`config.mk`:
```
export PLATFORM = sky130hd
export DESIGN_NAME = ecgf_ctrl
export DESIGN_NICKNAME = d
export VERILOG_FILES = /design/src/core/ecgf_pkg.sv /design/src/core/ecgf_chop.sv /design/src/core/ecgf_ctrl.sv /design/src/core/ecgf_sync.sv
export VERILOG_INCLUDE_DIRS = /design/src /design/src/core
export SDC_FILE = /design/constraint.sdc
export NUM_CORES = 1
export LEC_CHECK = 0
export BUFFER_PORTS_ARGS = -buffer_cell sky130_fd_sc_hd__buf_4
export CORE_MARGIN = 4
export CORE_UTILIZATION = 40
export CTS_CLUSTER_SIZE = 10
export DETAILED_ROUTE_END_ITERATION = 16
export PLACE_DENSITY_LB_ADDON = 0.05
export SETUP_SLACK_MARGIN = 0.1
export SLEW_MARGIN = 40
export SYNTH_ARGS = -nofsm -noshare
export SYNTH_HDL_FRONTEND = slang
export SYNTH_SLANG_ARGS = --single-unit
```
`constraint.sdc`:
```
create_clock -name mclk -period 3.6 [get_ports mclk]
set_input_delay 0.54 -clock mclk [delete_from_list [all_inputs] [get_ports mclk]]
set_output_delay 0.54 -clock mclk [all_outputs]
set_load 0.01 [all_outputs]
```
`src/core/ecgf_defs.svh`:
```
// offsets, field positions, reset values and timing counts for the ecg front-end control block
`ifndef ECGF_DEFS_SVH
`define ECGF_DEFS_SVH

`define ECGF_NCH            8
// register word offsets (byte address = 4 * index)
`define ECGF_IDX_CH_SET0    5'h00
`define ECGF_IDX_TERM1      5'h08
`define ECGF_IDX_TERM2      5'h09
`define ECGF_IDX_CFG_FOUR   5'h0A
`define ECGF_IDX_ECHK_CFG   5'h0B
`define ECGF_IDX_ECHK_POS   5'h0C
`define ECGF_IDX_ECHK_NEG   5'h0D
`define ECGF_IDX_POL_SWAP   5'h0E
`define ECGF_IDX_STAT_POS   5'h0F
`define ECGF_IDX_STAT_NEG   5'h10
`define ECGF_IDX_RATE       5'h11
`define ECGF_IDX_LAST       5'h11
// channel set register: input select [2:0], power down bit 7
`define ECGF_MUX_LSB        0
`define ECGF_CH_PD_BIT      7
`define ECGF_MUX_FB_POS     3'h6
`define ECGF_MUX_FB_NEG     3'h7
// terminal register 1: a power bit 7, b power bit 6, augmented enable bit 5..3, a select [2:0]
`define ECGF_T1_PWR_A       7
`define ECGF_T1_PWR_B       6
`define ECGF_T1_AUG_LSB     3
`define ECGF_T1_SEL_A_LSB   0
// terminal register 2: c power bit 7, b select [5:3], c select [2:0]
`define ECGF_T2_PWR_C       7
`define ECGF_T2_SEL_B_LSB   3
`define ECGF_T2_SEL_C_LSB   0
`define ECGF_TERM1_RST      8'h00
`define ECGF_TERM2_RST      8'h04
// config four: buffer enable bit 2, comparator power down bit 1
`define ECGF_C4_BUF_EN      2
`define ECGF_C4_CMP_PD      1
// electrode check config: threshold [7:5], excitation type bit 4, current [3:2], excitation off bit 0
`define ECGF_EC_TH_LSB      5
`define ECGF_EC_TYPE        4
`define ECGF_EC_CUR_LSB     2
`define ECGF_EC_EXC_OFF     0
// rate code 0 = 32 kSPS ... 6 = 500 SPS
`define ECGF_RATE_RST       3'h6
`define ECGF_RATE_SLOW_MIN  3'h3
`define ECGF_CLK_HZ         250000000
`define ECGF_CHOP_FIXED_HZ  4000
`define ECGF_TOP_RATE_HZ    32000
// half-period of the chop clock at the top rate and at the fixed 4 kHz
`define ECGF_HALF_TOP_CYC   (`ECGF_CLK_HZ / (2 * `ECGF_TOP_RATE_HZ))
`define ECGF_HALF_FIX_CYC   (`ECGF_CLK_HZ / (2 * `ECGF_CHOP_FIXED_HZ))

`endif

```
`src/core/ecgf_pkg.sv`:
```
// types shared by the ecg front-end control block
package ecgf_pkg;
  typedef logic [7:0] ecgf_byte_t;
  typedef enum logic [1:0] {
    ECGF_BUS_IDLE = 2'b00,
    ECGF_BUS_ACK  = 2'b01
  } ecgf_bus_e;
endpackage : ecgf_pkg

```
`src/core/ecgf_chop.sv`:
```
// chop clock generator for the central-terminal amplifiers
`timescale 1ns/1ps
`include "ecgf_defs.svh"
module ecgf_chop
  import ecgf_pkg::*;
(
  input  wire logic       mclk,
  input  wire logic       rst,
  input  wire logic [2:0] rate,
  output logic            chop
);
  logic [15:0] cnt_r;
  logic [15:0] half_w;
  logic        chop_r;

  // fast rates chop at the data rate, slow rates stay at the fixed frequency
  assign half_w = (rate < `ECGF_RATE_SLOW_MIN) ?
                  16'((`ECGF_HALF_TOP_CYC) << rate) : 16'(`ECGF_HALF_FIX_CYC);

  always_ff @(posedge mclk) begin
    if (rst) begin
      cnt_r  <= 16'h0000;
      chop_r <= 1'b0;
    end else if (cnt_r + 16'h0001 >= half_w) begin
      cnt_r  <= 16'h0000;
      chop_r <= ~chop_r;
    end else begin
      cnt_r  <= cnt_r + 16'h0001;
    end
  end
  assign chop = chop_r;
endmodule : ecgf_chop

```
`src/core/ecgf_ctrl.sv`:
```
// ecg front-end routing, central-terminal and electrode check control with avalon-mm registers
//
// Added by the designer: the register offsets and the Avalon-MM slave port.
`timescale 1ns/1ps
`include "ecgf_defs.svh"

module ecgf_ctrl
  import ecgf_pkg::*;
#(
  parameter int NCH = `ECGF_NCH,
  parameter bit HAS_AUG = 1'b1
) (
  input  wire logic             mclk,
  input  wire logic             rst,
  input  wire logic [6:0]       avs_address,
  input  wire logic             avs_read,
  input  wire logic             avs_write,
  input  wire logic [31:0]      avs_writedata,
  input  wire logic [3:0]       avs_byteenable,
  output logic      [31:0]      avs_readdata,
  output logic                  avs_waitrequest,
  input  wire logic             conv_done,
  input  wire logic [NCH-1:0]   comp_pos,
  input  wire logic [NCH-1:0]   comp_neg,
  output logic      [NCH-1:0]   drive_feedback_pos_en,
  output logic      [NCH-1:0]   drive_feedback_neg_en,
  output logic      [NCH-1:0]   channel_power_down,
  output logic      [7:0]       terminal_amp_a_route,
  output logic      [7:0]       terminal_amp_b_route,
  output logic      [7:0]       terminal_amp_c_route,
  output logic                  terminal_amp_a_power,
  output logic                  terminal_amp_b_power,
  output logic                  terminal_amp_c_power,
  output logic                  terminal_chop,
  output logic      [2:0]       augmented_route_en,
  output logic                  terminal_to_drive_buffer_en,
  output logic      [NCH-1:0]   electrode_check_pos_enable,
  output logic      [NCH-1:0]   electrode_check_neg_enable,
  output logic      [NCH-1:0]   pull_up_pos,
  output logic      [NCH-1:0]   pull_down_pos,
  output logic      [NCH-1:0]   pull_up_neg,
  output logic      [NCH-1:0]   pull_down_neg,
  output logic      [NCH-1:0]   source_pos,
  output logic      [NCH-1:0]   sink_pos,
  output logic      [NCH-1:0]   source_neg,
  output logic      [NCH-1:0]   sink_neg,
  output logic      [1:0]       excitation_current_level,
  output logic      [2:0]       comparator_threshold,
  output logic                  comparator_power_down,
  output logic      [NCH-1:0]   electrode_off_status_pos,
  output logic      [NCH-1:0]   electrode_off_status_neg,
  output logic      [2*NCH-1:0] frame_status
);
  import ecgf_pkg::*;

  // electrode index 0..7 = ch1P, ch1N, ch2P, ... ch4N
  function automatic logic [7:0] sel_onehot(input logic [2:0] sel);
    sel_onehot = 8'h01 << sel;
  endfunction : sel_onehot

  function automatic ecgf_byte_t merge(input ecgf_byte_t old, input logic [31:0] wd, input logic be0);
    merge = be0 ? wd[7:0] : old;
  endfunction : merge

  ecgf_byte_t  ch_set_r [NCH];
  ecgf_byte_t  term1_r;
  ecgf_byte_t  term2_r;
  ecgf_byte_t  cfg_four_r;
  ecgf_byte_t  echk_cfg_r;
  ecgf_byte_t  echk_pos_r;
  ecgf_byte_t  echk_neg_r;
  ecgf_byte_t  pol_swap_r;
  logic [2:0]  rate_r;
  logic [NCH-1:0] stat_pos_r;
  logic [NCH-1:0] stat_neg_r;
  logic [31:0] rdata_r;
  ecgf_bus_e   bus_r;
  logic [NCH-1:0] cmp_pos_s;
  logic [NCH-1:0] cmp_neg_s;

  // word index from byte address
  wire  [4:0]  idx_w    = avs_address[6:2];
  wire         req_w    = (avs_read | avs_write) && (bus_r == ECGF_BUS_IDLE);
  // a write lands on the edge that sees waitrequest low, not on the wait cycle
  wire         wr_w     = avs_write && (bus_r == ECGF_BUS_ACK);
  wire         is_ch_w  = (idx_w < 5'(NCH));
  wire  [2:0]  chi_w    = idx_w[2:0];
  wire         cmp_on_w = ~cfg_four_r[`ECGF_C4_CMP_PD];

  // single wait cycle then acknowledge
  assign avs_waitrequest = (avs_read | avs_write) && (bus_r == ECGF_BUS_IDLE);
  assign avs_readdata    = rdata_r;

  always_ff @(posedge mclk) begin
    if (rst) begin
      bus_r <= ECGF_BUS_IDLE;
    end else if (req_w) begin
      bus_r <= ECGF_BUS_ACK;
    end else begin
      bus_r <= ECGF_BUS_IDLE;
    end
  end

  // read mux, unmapped words read zero
  logic [31:0] rd_w;
  always_comb begin
    rd_w = 32'h0000_0000;
    if (is_ch_w) begin
      rd_w = {24'h000000, ch_set_r[chi_w]};
    end else if (idx_w == 5'(`ECGF_IDX_TERM1)) begin
      rd_w = {24'h000000, term1_r};
    end else if (idx_w == 5'(`ECGF_IDX_TERM2)) begin
      rd_w = {24'h000000, term2_r};
    end else if (idx_w == 5'(`ECGF_IDX_CFG_FOUR)) begin
      rd_w = {24'h000000, cfg_four_r};
    end else if (idx_w == 5'(`ECGF_IDX_ECHK_CFG)) begin
      rd_w = {24'h000000, echk_cfg_r};
    end else if (idx_w == 5'(`ECGF_IDX_ECHK_POS)) begin
      rd_w = {24'h000000, echk_pos_r};
    end else if (idx_w == 5'(`ECGF_IDX_ECHK_NEG)) begin
      rd_w = {24'h000000, echk_neg_r};
    end else if (idx_w == 5'(`ECGF_IDX_POL_SWAP)) begin
      rd_w = {24'h000000, pol_swap_r};
    end else if (idx_w == 5'(`ECGF_IDX_STAT_POS)) begin
      rd_w = 32'(stat_pos_r);
    end else if (idx_w == `ECGF_IDX_STAT_NEG) begin
      rd_w = 32'(stat_neg_r);
    end else if (idx_w == `ECGF_IDX_RATE) begin
      rd_w = {29'h0, rate_r};
    end
  end

  always_ff @(posedge mclk) begin
    if (rst) begin
      rdata_r <= 32'h0000_0000;
    end else if (req_w && avs_read) begin
      rdata_r <= rd_w;
    end
  end

  // channel set registers
  always_ff @(posedge mclk) begin
    if (rst) begin
      for (int i = 0; i < NCH; i++) begin
        ch_set_r[i] <= 8'h00;
      end
    end else if (wr_w && is_ch_w) begin
      ch_set_r[chi_w] <= merge(ch_set_r[chi_w], avs_writedata, avs_byteenable[0]);
    end
  end

  // configuration registers
  always_ff @(posedge mclk) begin
    if (rst) begin
      term1_r    <= `ECGF_TERM1_RST;
      term2_r    <= `ECGF_TERM2_RST;
      cfg_four_r <= 8'h00;
      echk_cfg_r <= 8'h00;
      echk_pos_r <= 8'h00;
      echk_neg_r <= 8'h00;
      pol_swap_r <= 8'h00;
      rate_r     <= `ECGF_RATE_RST;
    end else if (wr_w && avs_byteenable[0]) begin
      if (idx_w == 5'(`ECGF_IDX_TERM1)) begin
        term1_r <= avs_writedata[7:0];
      end else if (idx_w == 5'(`ECGF_IDX_TERM2)) begin
        term2_r <= avs_writedata[7:0];
      end else if (idx_w == 5'(`ECGF_IDX_CFG_FOUR)) begin
        cfg_four_r <= avs_writedata[7:0];
      end else if (idx_w == 5'(`ECGF_IDX_ECHK_CFG)) begin
        echk_cfg_r <= avs_writedata[7:0];
      end else if (idx_w == 5'(`ECGF_IDX_ECHK_POS)) begin
        echk_pos_r <= avs_writedata[7:0];
      end else if (idx_w == 5'(`ECGF_IDX_ECHK_NEG)) begin
        echk_neg_r <= avs_writedata[7:0];
      end else if (idx_w == 5'(`ECGF_IDX_POL_SWAP)) begin
        pol_swap_r <= avs_writedata[7:0];
      end else if (idx_w == `ECGF_IDX_RATE) begin
        rate_r <= avs_writedata[2:0];
      end
    end
  end

  // input mux: feedback input onto P or N side per channel
  always_comb begin
    for (int i = 0; i < NCH; i++) begin
      drive_feedback_pos_en[i] = (ch_set_r[i][2:0] == `ECGF_MUX_FB_POS);
      drive_feedback_neg_en[i] = (ch_set_r[i][2:0] == `ECGF_MUX_FB_NEG);
      channel_power_down[i]    = ch_set_r[i][`ECGF_CH_PD_BIT];
    end
  end

  // central-terminal amplifiers
  assign terminal_amp_a_route = sel_onehot(term1_r[2:0]);
  assign terminal_amp_b_route = sel_onehot(term2_r[5:3]);
  assign terminal_amp_c_route = sel_onehot(term2_r[2:0]);
  assign terminal_amp_a_power = term1_r[`ECGF_T1_PWR_A];
  assign terminal_amp_b_power = term1_r[`ECGF_T1_PWR_B];
  assign terminal_amp_c_power = term2_r[`ECGF_T2_PWR_C];
  // augmented leads need channels 5 to 7, so only on the eight-channel build
  assign augmented_route_en   = (HAS_AUG && NCH == 8) ? term1_r[5:3] : 3'b000;
  assign terminal_to_drive_buffer_en = cfg_four_r[`ECGF_C4_BUF_EN];

  ecgf_chop u_chop (
    .mclk (mclk),
    .rst  (rst),
    .rate (rate_r),
    .chop (terminal_chop)
  );

  // electrode check excitation
  wire exc_on_w  = ~echk_cfg_r[`ECGF_EC_EXC_OFF];
  wire use_res_w = echk_cfg_r[`ECGF_EC_TYPE];
  wire [NCH-1:0] en_p_w = echk_pos_r[NCH-1:0] & {NCH{exc_on_w}};
  wire [NCH-1:0] en_n_w = echk_neg_r[NCH-1:0] & {NCH{exc_on_w}};
  wire [NCH-1:0] sw_w   = pol_swap_r[NCH-1:0];

  assign electrode_check_pos_enable = echk_pos_r[NCH-1:0];
  assign electrode_check_neg_enable = echk_neg_r[NCH-1:0];
  // default: P side pulled up, N side pulled down; swap exchanges them
  assign pull_up_pos   = en_p_w & ~sw_w & {NCH{use_res_w}};
  assign pull_down_pos = en_p_w &  sw_w & {NCH{use_res_w}};
  assign pull_up_neg   = en_n_w &  sw_w & {NCH{use_res_w}};
  assign pull_down_neg = en_n_w & ~sw_w & {NCH{use_res_w}};
  assign source_pos    = en_p_w & ~sw_w & {NCH{~use_res_w}};
  assign sink_pos      = en_p_w &  sw_w & {NCH{~use_res_w}};
  assign source_neg    = en_n_w &  sw_w & {NCH{~use_res_w}};
  assign sink_neg      = en_n_w & ~sw_w & {NCH{~use_res_w}};
  assign excitation_current_level = echk_cfg_r[3:2];
  assign comparator_threshold     = echk_cfg_r[7:5];
  assign comparator_power_down    = ~cmp_on_w;

  // comparators are asynchronous to mclk
  ecgf_sync #(.W(NCH)) u_sync_p (
    .mclk (mclk),
    .rst  (rst),
    .din  (comp_pos),
    .dout (cmp_pos_s)
  );
  ecgf_sync #(.W(NCH)) u_sync_n (
    .mclk (mclk),
    .rst  (rst),
    .din  (comp_neg),
    .dout (cmp_neg_s)
  );

  // capture once per conversion so each frame is self-consistent
  always_ff @(posedge mclk) begin
    if (rst) begin
      stat_pos_r <= '0;
      stat_neg_r <= '0;
    end else if (conv_done) begin
      stat_pos_r <= cmp_pos_s & echk_pos_r[NCH-1:0] & {NCH{cmp_on_w}};
      stat_neg_r <= cmp_neg_s & echk_neg_r[NCH-1:0] & {NCH{cmp_on_w}};
    end
  end

  assign electrode_off_status_pos = stat_pos_r;
  assign electrode_off_status_neg = stat_neg_r;
  assign frame_status = {stat_pos_r, stat_neg_r};
endmodule : ecgf_ctrl

```
`src/core/ecgf_sync.sv`:
```
// three-stage synchroniser for comparator outputs, a change counts when stages two and three agree
`timescale 1ns/1ps
module ecgf_sync #(
  parameter int W = 8
) (
  input  wire logic         mclk,
  input  wire logic         rst,
  input  wire logic [W-1:0] din,
  output logic      [W-1:0] dout
);
  logic [W-1:0] s1_r;
  logic [W-1:0] s2_r;
  logic [W-1:0] s3_r;
  logic [W-1:0] q_r;

  always_ff @(posedge mclk) begin
    if (rst) begin
      s1_r <= '0;
      s2_r <= '0;
      s3_r <= '0;
      q_r  <= '0;
    end else begin
      s1_r <= din;
      s2_r <= s1_r;
      s3_r <= s2_r;
      q_r  <= (s2_r & s3_r) | (q_r & (s2_r | s3_r));
    end
  end
  assign dout = q_r;
endmodule : ecgf_sync

```
### Word level (Yosys, flattened, before mapping)

Memory sizes are Yosys's and may differ from the RTL's.
Cells that the tools add are included.

* latch bits: 0
* memories kept: 1
* output and inout port bits: 207
* word-level logic and storage cells: 135
* ROM bits: 0
* flip-flop bits (word level): 190
* bits in writable memories: 64

* mux-type cells: 22
* bitwise operators: 39
* multiply operators: 0
* order comparisons: 3
* add/subtract/negate cells: 1
* reduce and logical (&&, ||, !) cells: 16
* shift-type cells: 4
* eq/ne operators: 27
* divide/modulo/power cells: 0

Memories
* ch_set_r: depth 8, width 8, rd ports 9, clocked after Yosys merged registers in 0, wr ports 8, RTL line ecgf_ctrl.sv:65 `ecgf_byte_t ch_set_r [NCH];`

Operator list (count)
* bitwise AND 8 bit: 22
* two-way mux 8 bit: 12
* equality test 3 bit (second input constant): 16
* equality test 5 x 4 -> 1 bit (second input constant): 8
* OR 8 bit: 4
* << shifter 1 x 3 -> 8 bit (first input constant): 3
* adder 16 x 1 -> 16 bit (second input constant): 1
* >= comparator 16 bit: 1
* two-way mux 16 bit: 1
* << shifter 12 x 3 -> 16 bit (first input constant): 1
* NOT 1 bit: 11
* equality test 5 bit (second input constant): 2
* AND reduction 9 bit: 1
* NOT 8 bit: 1
* AND reduction 8 bit: 1
* OR reduction 8 bit: 1
* two-way mux 1 bit: 7
* AND reduction 7 bit: 1
* two-way mux 3 bit: 2
* AND reduction 6 bit: 1
* logical AND 1 bit: 5
* less-than comparator 5 x 4 -> 1 bit (second input constant): 1
* AND reduction 5 bit: 1
* AND reduction 4 bit: 1
* 7 further kinds: 7

### Logic depth before layout (Yosys ltp)

* word-level depth: 12
* depth in mapped cells: 11

### Modules after synthesis

A second synthesis with hierarchy kept.

* cell total of the unflattened synthesis: 1196
* area, all modules: 11328.4 um2

Modules (own cells, without submodules)
* ecgf_ctrl: instances 1, cells an instance 902, area each 8315.5 um2, seq. area each 3603.5 um2
* ecgf_sync: instances 2, cells an instance 83, area each 923.4 um2, seq. area each 640.6 um2
* ecgf_chop: instances 1, cells an instance 128, area each 1166.1 um2, seq. area each 340.3 um2

### Worst setup path after synthesis

OpenSTA, ideal clock, no wires.

* path type: register to register
* start point: register u_chop.cnt_r[2]
* end point: register u_chop.cnt_r[10]
* setup slack: 827 ps
* path buffers: 1
* cell stages (with the launch flop): 12
* arrival: 2708 ps
* path through: dfxtp_1 -> and3_1 -> and4_1 -> nor3b_1 -> xor2_1 -> ha_1 -> and4_1 -> o2111ai_1 -> a21oi_1 -> or4_1 -> buf_2 -> nor2b_1

* longest elaborated chain between the ends: 3

Ends and longest elaborated chain
* start: declaration: RTL line ecgf_chop.sv:12 `logic [15:0] cnt_r;`
* start signal: assignment: RTL line ecgf_chop.sv:28 `cnt_r <= cnt_r + 16'h0001;`
* adder 16 x 1 -> 16 bit (*): RTL line ecgf_chop.sv:24, ecgf_chop.sv:28
* >= comparator 16 bit: RTL line ecgf_chop.sv:24 `end else if (cnt_r + 16'h0001 >= half_w) begin`
* OR reduction 2 bit (no source line)

Mark *: on every way between the ends. The rest lies on a longest branch, timed or not.
A chain may end at the register's enable or synchronous reset.

### Worst setup path after layout

* start point: register u_chop.cnt_r[2]
* end point: register u_chop.cnt_r[14]

Same word-level chain as after synthesis.

==> metrics.md <==
| Metric | Value |
|---|---|
| Root Buffer | clkbuf_16 |
| Post-layout util | approximately 50% |
| Die area | 0.0307 mm2 |
| Layout area overhead | 21.9% |
| Antenna Cells | 0 |
| Pwr Total | about 0.0058 W |
| Commonest non-fill, non-tap cell in the layout | buf_4 |
| Max FO, Critical Path | 16 |
| TritonCTS Sinks | 229 |
| Post-DP HPWL | ~25,000 um |
| Yosys reg bits | 229 |
| Peak supply drop | between 0.4 and 0.5 mV |
| Reg2reg start | u_chop.cnt_r[2]$_SDFF_PP0_ |
| Max-cap violation count | 0 |
| Pwr dens | 426 mW/mm2 |
| Cells after synthesis | 1,222 |
| Rows | 60 |
| Final max-slew violation count | 0 |
| First-pass GRT wire length | 53,100 um |
| TritonRoute pass-1 iters | 5 |
| Worst hold path type | primary input to register |
| Post-synth cell types | 71 |
| Vias in the first global route | 8,614 |
| Clk_lat worst skew | 0.56 ns |
| Sequential share of the synthesized area | 46.7% |
| Number of synthesis warnings | 0 |
| Filler cells | 2,697 |
| Max-slew headroom | 48.4% |
| Post-route antenna net violation count | 0 |
| Fin nets | 1,461 |
| Outcome | completed |
| Placement Cell Area | 0.0128 mm2 |
| CTS tree | done |
| Final Skew | 0.0256 ns |
| Critical path class | register to register |
| Synth Flop Type | dfxtp_1 |
| Die width | 175 um |
| Vias | a little over 9,000 |
| Final setup fails | 0 |
| CP Capture Type | register |
| Achievable Freq | 0.322 GHz |
| Layout cells sized above 1 | 22.6% |
| Fin. Hold Viols | 0 |
| Slowest-stage cell, CP | or4_1 |
| Lkg Pwr | roughly 5.4 nW |
| Worst path cell trace | and3_1 -> and4_1 -> nor3b_1 -> xor2_1 -> ha_1 -> and4_1 -> o2111ai_1 -> a21oi_1 -> or4_1 -> nor2b_1 |
| Routability Congestion | 0.882 |
| Drt wl/cell | 20.0 um |
| Reg2reg setup slack | 0.49 ns |
| GRT overflow | 0 |
| Via density | 5.20 |
| Final min period | between 3 and 4 ns |
| GR Util All Layers | 22.0% |
| CTS Buf Count | 28 |
| Final routed DRC violation total | 0 |
| Worst slew pin tran | approximately 0.77 ns |
| Hold Buf Count CTS | 0 |
| Final WL | 35,400 um |
| Final instance area | 0.0136 mm2 |
| Crit path top cell by count | and4_1 |
| Clock Tree Buf Depth | 3 |
| WHS Endpoint | u_sync_p.s1_r[5]$_SDFF_PP0_ |
| CP startpoint kind | register |
| Critical Path RT | 4.07 ns |
| Sum of negative setup slack | 0 ns |
| Average cell area after synthesis | 9.16 um2 |
| CP Data Arrival Time | 3.58 ns |
| Largest net degree at the start of global routing | 83 |
| Share of the clock period used by the worst path | 86.3% |
| Reg2reg end | u_chop.cnt_r[14]$_SDFF_PP0_ |
| Core Region | 0.0273 mm2 |
| Cell Area, Synth | 0.0112 mm2 |
| Post-synth EDFFs | 64 |
| Post-CTS Setup Bufs | 0 |
| DRT iter0 DRCs | 813 |
| I/O Buffers | roughly 220 |
| Crit path largest cell delay | 0.77 ns |
| I/O pin cnt | 271 |
| Clk slew on worst S/H paths | 0.06 ns |
| Initial antenna violation count | 0 |
| Hold path start | comp_pos[5] |
| Depth of the CTS H-tree | 1 |
| Post-CTS sizing | 0 |
| Post-synth ARST share | 0% |
| Path depth of the worst reg2reg path | 10 |
| CP bufs+invs | 0 |
| Chip Height | between 150 and 200 um |
| RSZ-0062 raised after global routing | false |
| Top delay family on crit path | simple AND/OR/NAND/NOR gates |
| Hold path depth | 2 |
| Starting Density | 41.1% |
| Most frequent cells in the layout | buf_4 (236), nor2_1 (201), dfxtp_1 (165) |
-- metal layers --
metal  vias to the layer above  wire length (um)  global-route usage, %
met4                         0              1060                   6.61
li1                       4467                 -                      -
met5                         -                 0                      0
met2                       323             16300                   35.2
met3                        52              2330                   3.79
met1                      4361             15800                   30.8
-- stage by stage --
step | worst slack (ns) | instances | hold WS, ns
3_3_place_gp | 0.521 | 1723 | 0.418
3_5_place_dp | 0.441 | 1723 | 0.422
6_report | 0.493 | 1770 | 0.192
4_1_cts | 0.445 | 1770 | 0.159
5_1_grt | 0.234 | 1770 | 0.168
2_1_floorplan | 0.827 | 1247 | 0.414
-- cells in the mapped netlist, types with 33 or more instances --
| cell | instances | area share (%) |
|---|---|---|
| clkbuf_1 | 55 | 1.8 |
| nor2_1 | 201 | 6.7 |
| buf_4 | 61 | 4.1 |
| nand3_1 | 37 | 1.7 |
| nor2b_1 | 73 | 4.1 |
| nand2_1 | 108 | 3.6 |
| edfxtp_1 | 64 | 17 |
| dfxtp_1 | 165 | 30 |
| nand2b_1 | 52 | 2.9 |
| a21oi_1 | 77 | 3.4 |
| mux2i_1 | 47 | 4.2 |
| o21ai_0 | 33 | 1.5 |
-- cells by family (layout without fill, tap and decap cells) --
family                   after synthesis  in the layout  synth area share (%)
AO/OA/AOI/OAI                        182            182                  10.1
XOR/XNOR                              14             14                  1.10
adder cells (fa/ha/maj)               16             16                  1.79
buffers and inverters                147            298                  7.20
flip-flops                           229            229                  46.7
multiplexers                          75             75                  8.07
other                                  2             27                0.0671
AND/OR/NAND/NOR                      557            557                  25.0
-- sequential cells by signal, indices dropped and copies added, names as in the netlist --
signal,cells
u_sync_p.s2_r,8
avs_readdata,8
echk_cfg_r,8
rate_r,3
u_sync_p.s1_r,8
u_chop.chop,1
u_sync_n.s1_r,8
cfg_four_r,8
ch_set_r,64
term1_r,8
electrode_off_status_pos,8
electrode_check_pos_enable,8
u_sync_p.dout,8
u_sync_n.s3_r,8
u_sync_p.s3_r,8
electrode_check_neg_enable,8
pol_swap_r,8
u_chop.cnt_r,16
u_sync_n.dout,8
bus_r,1
term2_r,8
electrode_off_status_neg,8
u_sync_n.s2_r,8
-- worst reg2reg max path, stage by stage (launching register included) --
cell and delay (ns):
dfxtp_1 0.37, and3_1 0.23, and4_1 0.33, nor3b_1 0.26, xor2_1 0.21, ha_1 0.26
and4_1 0.22, o2111ai_1 0.10, a21oi_1 0.09, or4_1 0.77, nor2b_1 0.21
-- area by class of cell --
cell class	instances	area [um2]	area share, %
well taps	372	465	3.41
clock inverters	2	35.0	0.257
multi-input cells	871	5260	38.5
clock buffers	45	826	6.05
repair buffers	237	1780	13.1
inverters	14	52.6	0.385
flip-flops and latches	229	5230	38.3
-- power by group --
group          switching (W)  internal [W]  total (W)
combinational       0.000273      0.000153   0.000426
clock                0.00109       0.00156    0.00265
sequential         0.0000319       0.00270    0.00274
-- worst max-delay path by stage --
stage	start	end	slack, ns	cells after the start
after floorplan	u_chop.cnt_r[2]$_SDFF_PP0_	u_chop.cnt_r[10]$_SDFF_PP0_	0.83	11
after global placement	u_chop.cnt_r[2]$_SDFF_PP0_	u_chop.cnt_r[11]$_SDFF_PP0_	0.52	10
after detailed placement	u_chop.cnt_r[2]$_SDFF_PP0_	u_chop.cnt_r[9]$_SDFF_PP0_	0.44	10
after CTS	u_chop.cnt_r[2]$_SDFF_PP0_	u_chop.cnt_r[14]$_SDFF_PP0_	0.45	10
after global routing	u_chop.cnt_r[2]$_SDFF_PP0_	u_chop.cnt_r[14]$_SDFF_PP0_	0.23	10
final	u_chop.cnt_r[2]$_SDFF_PP0_	u_chop.cnt_r[14]$_SDFF_PP0_	0.49	10
(Power assumes the default switching activity.)
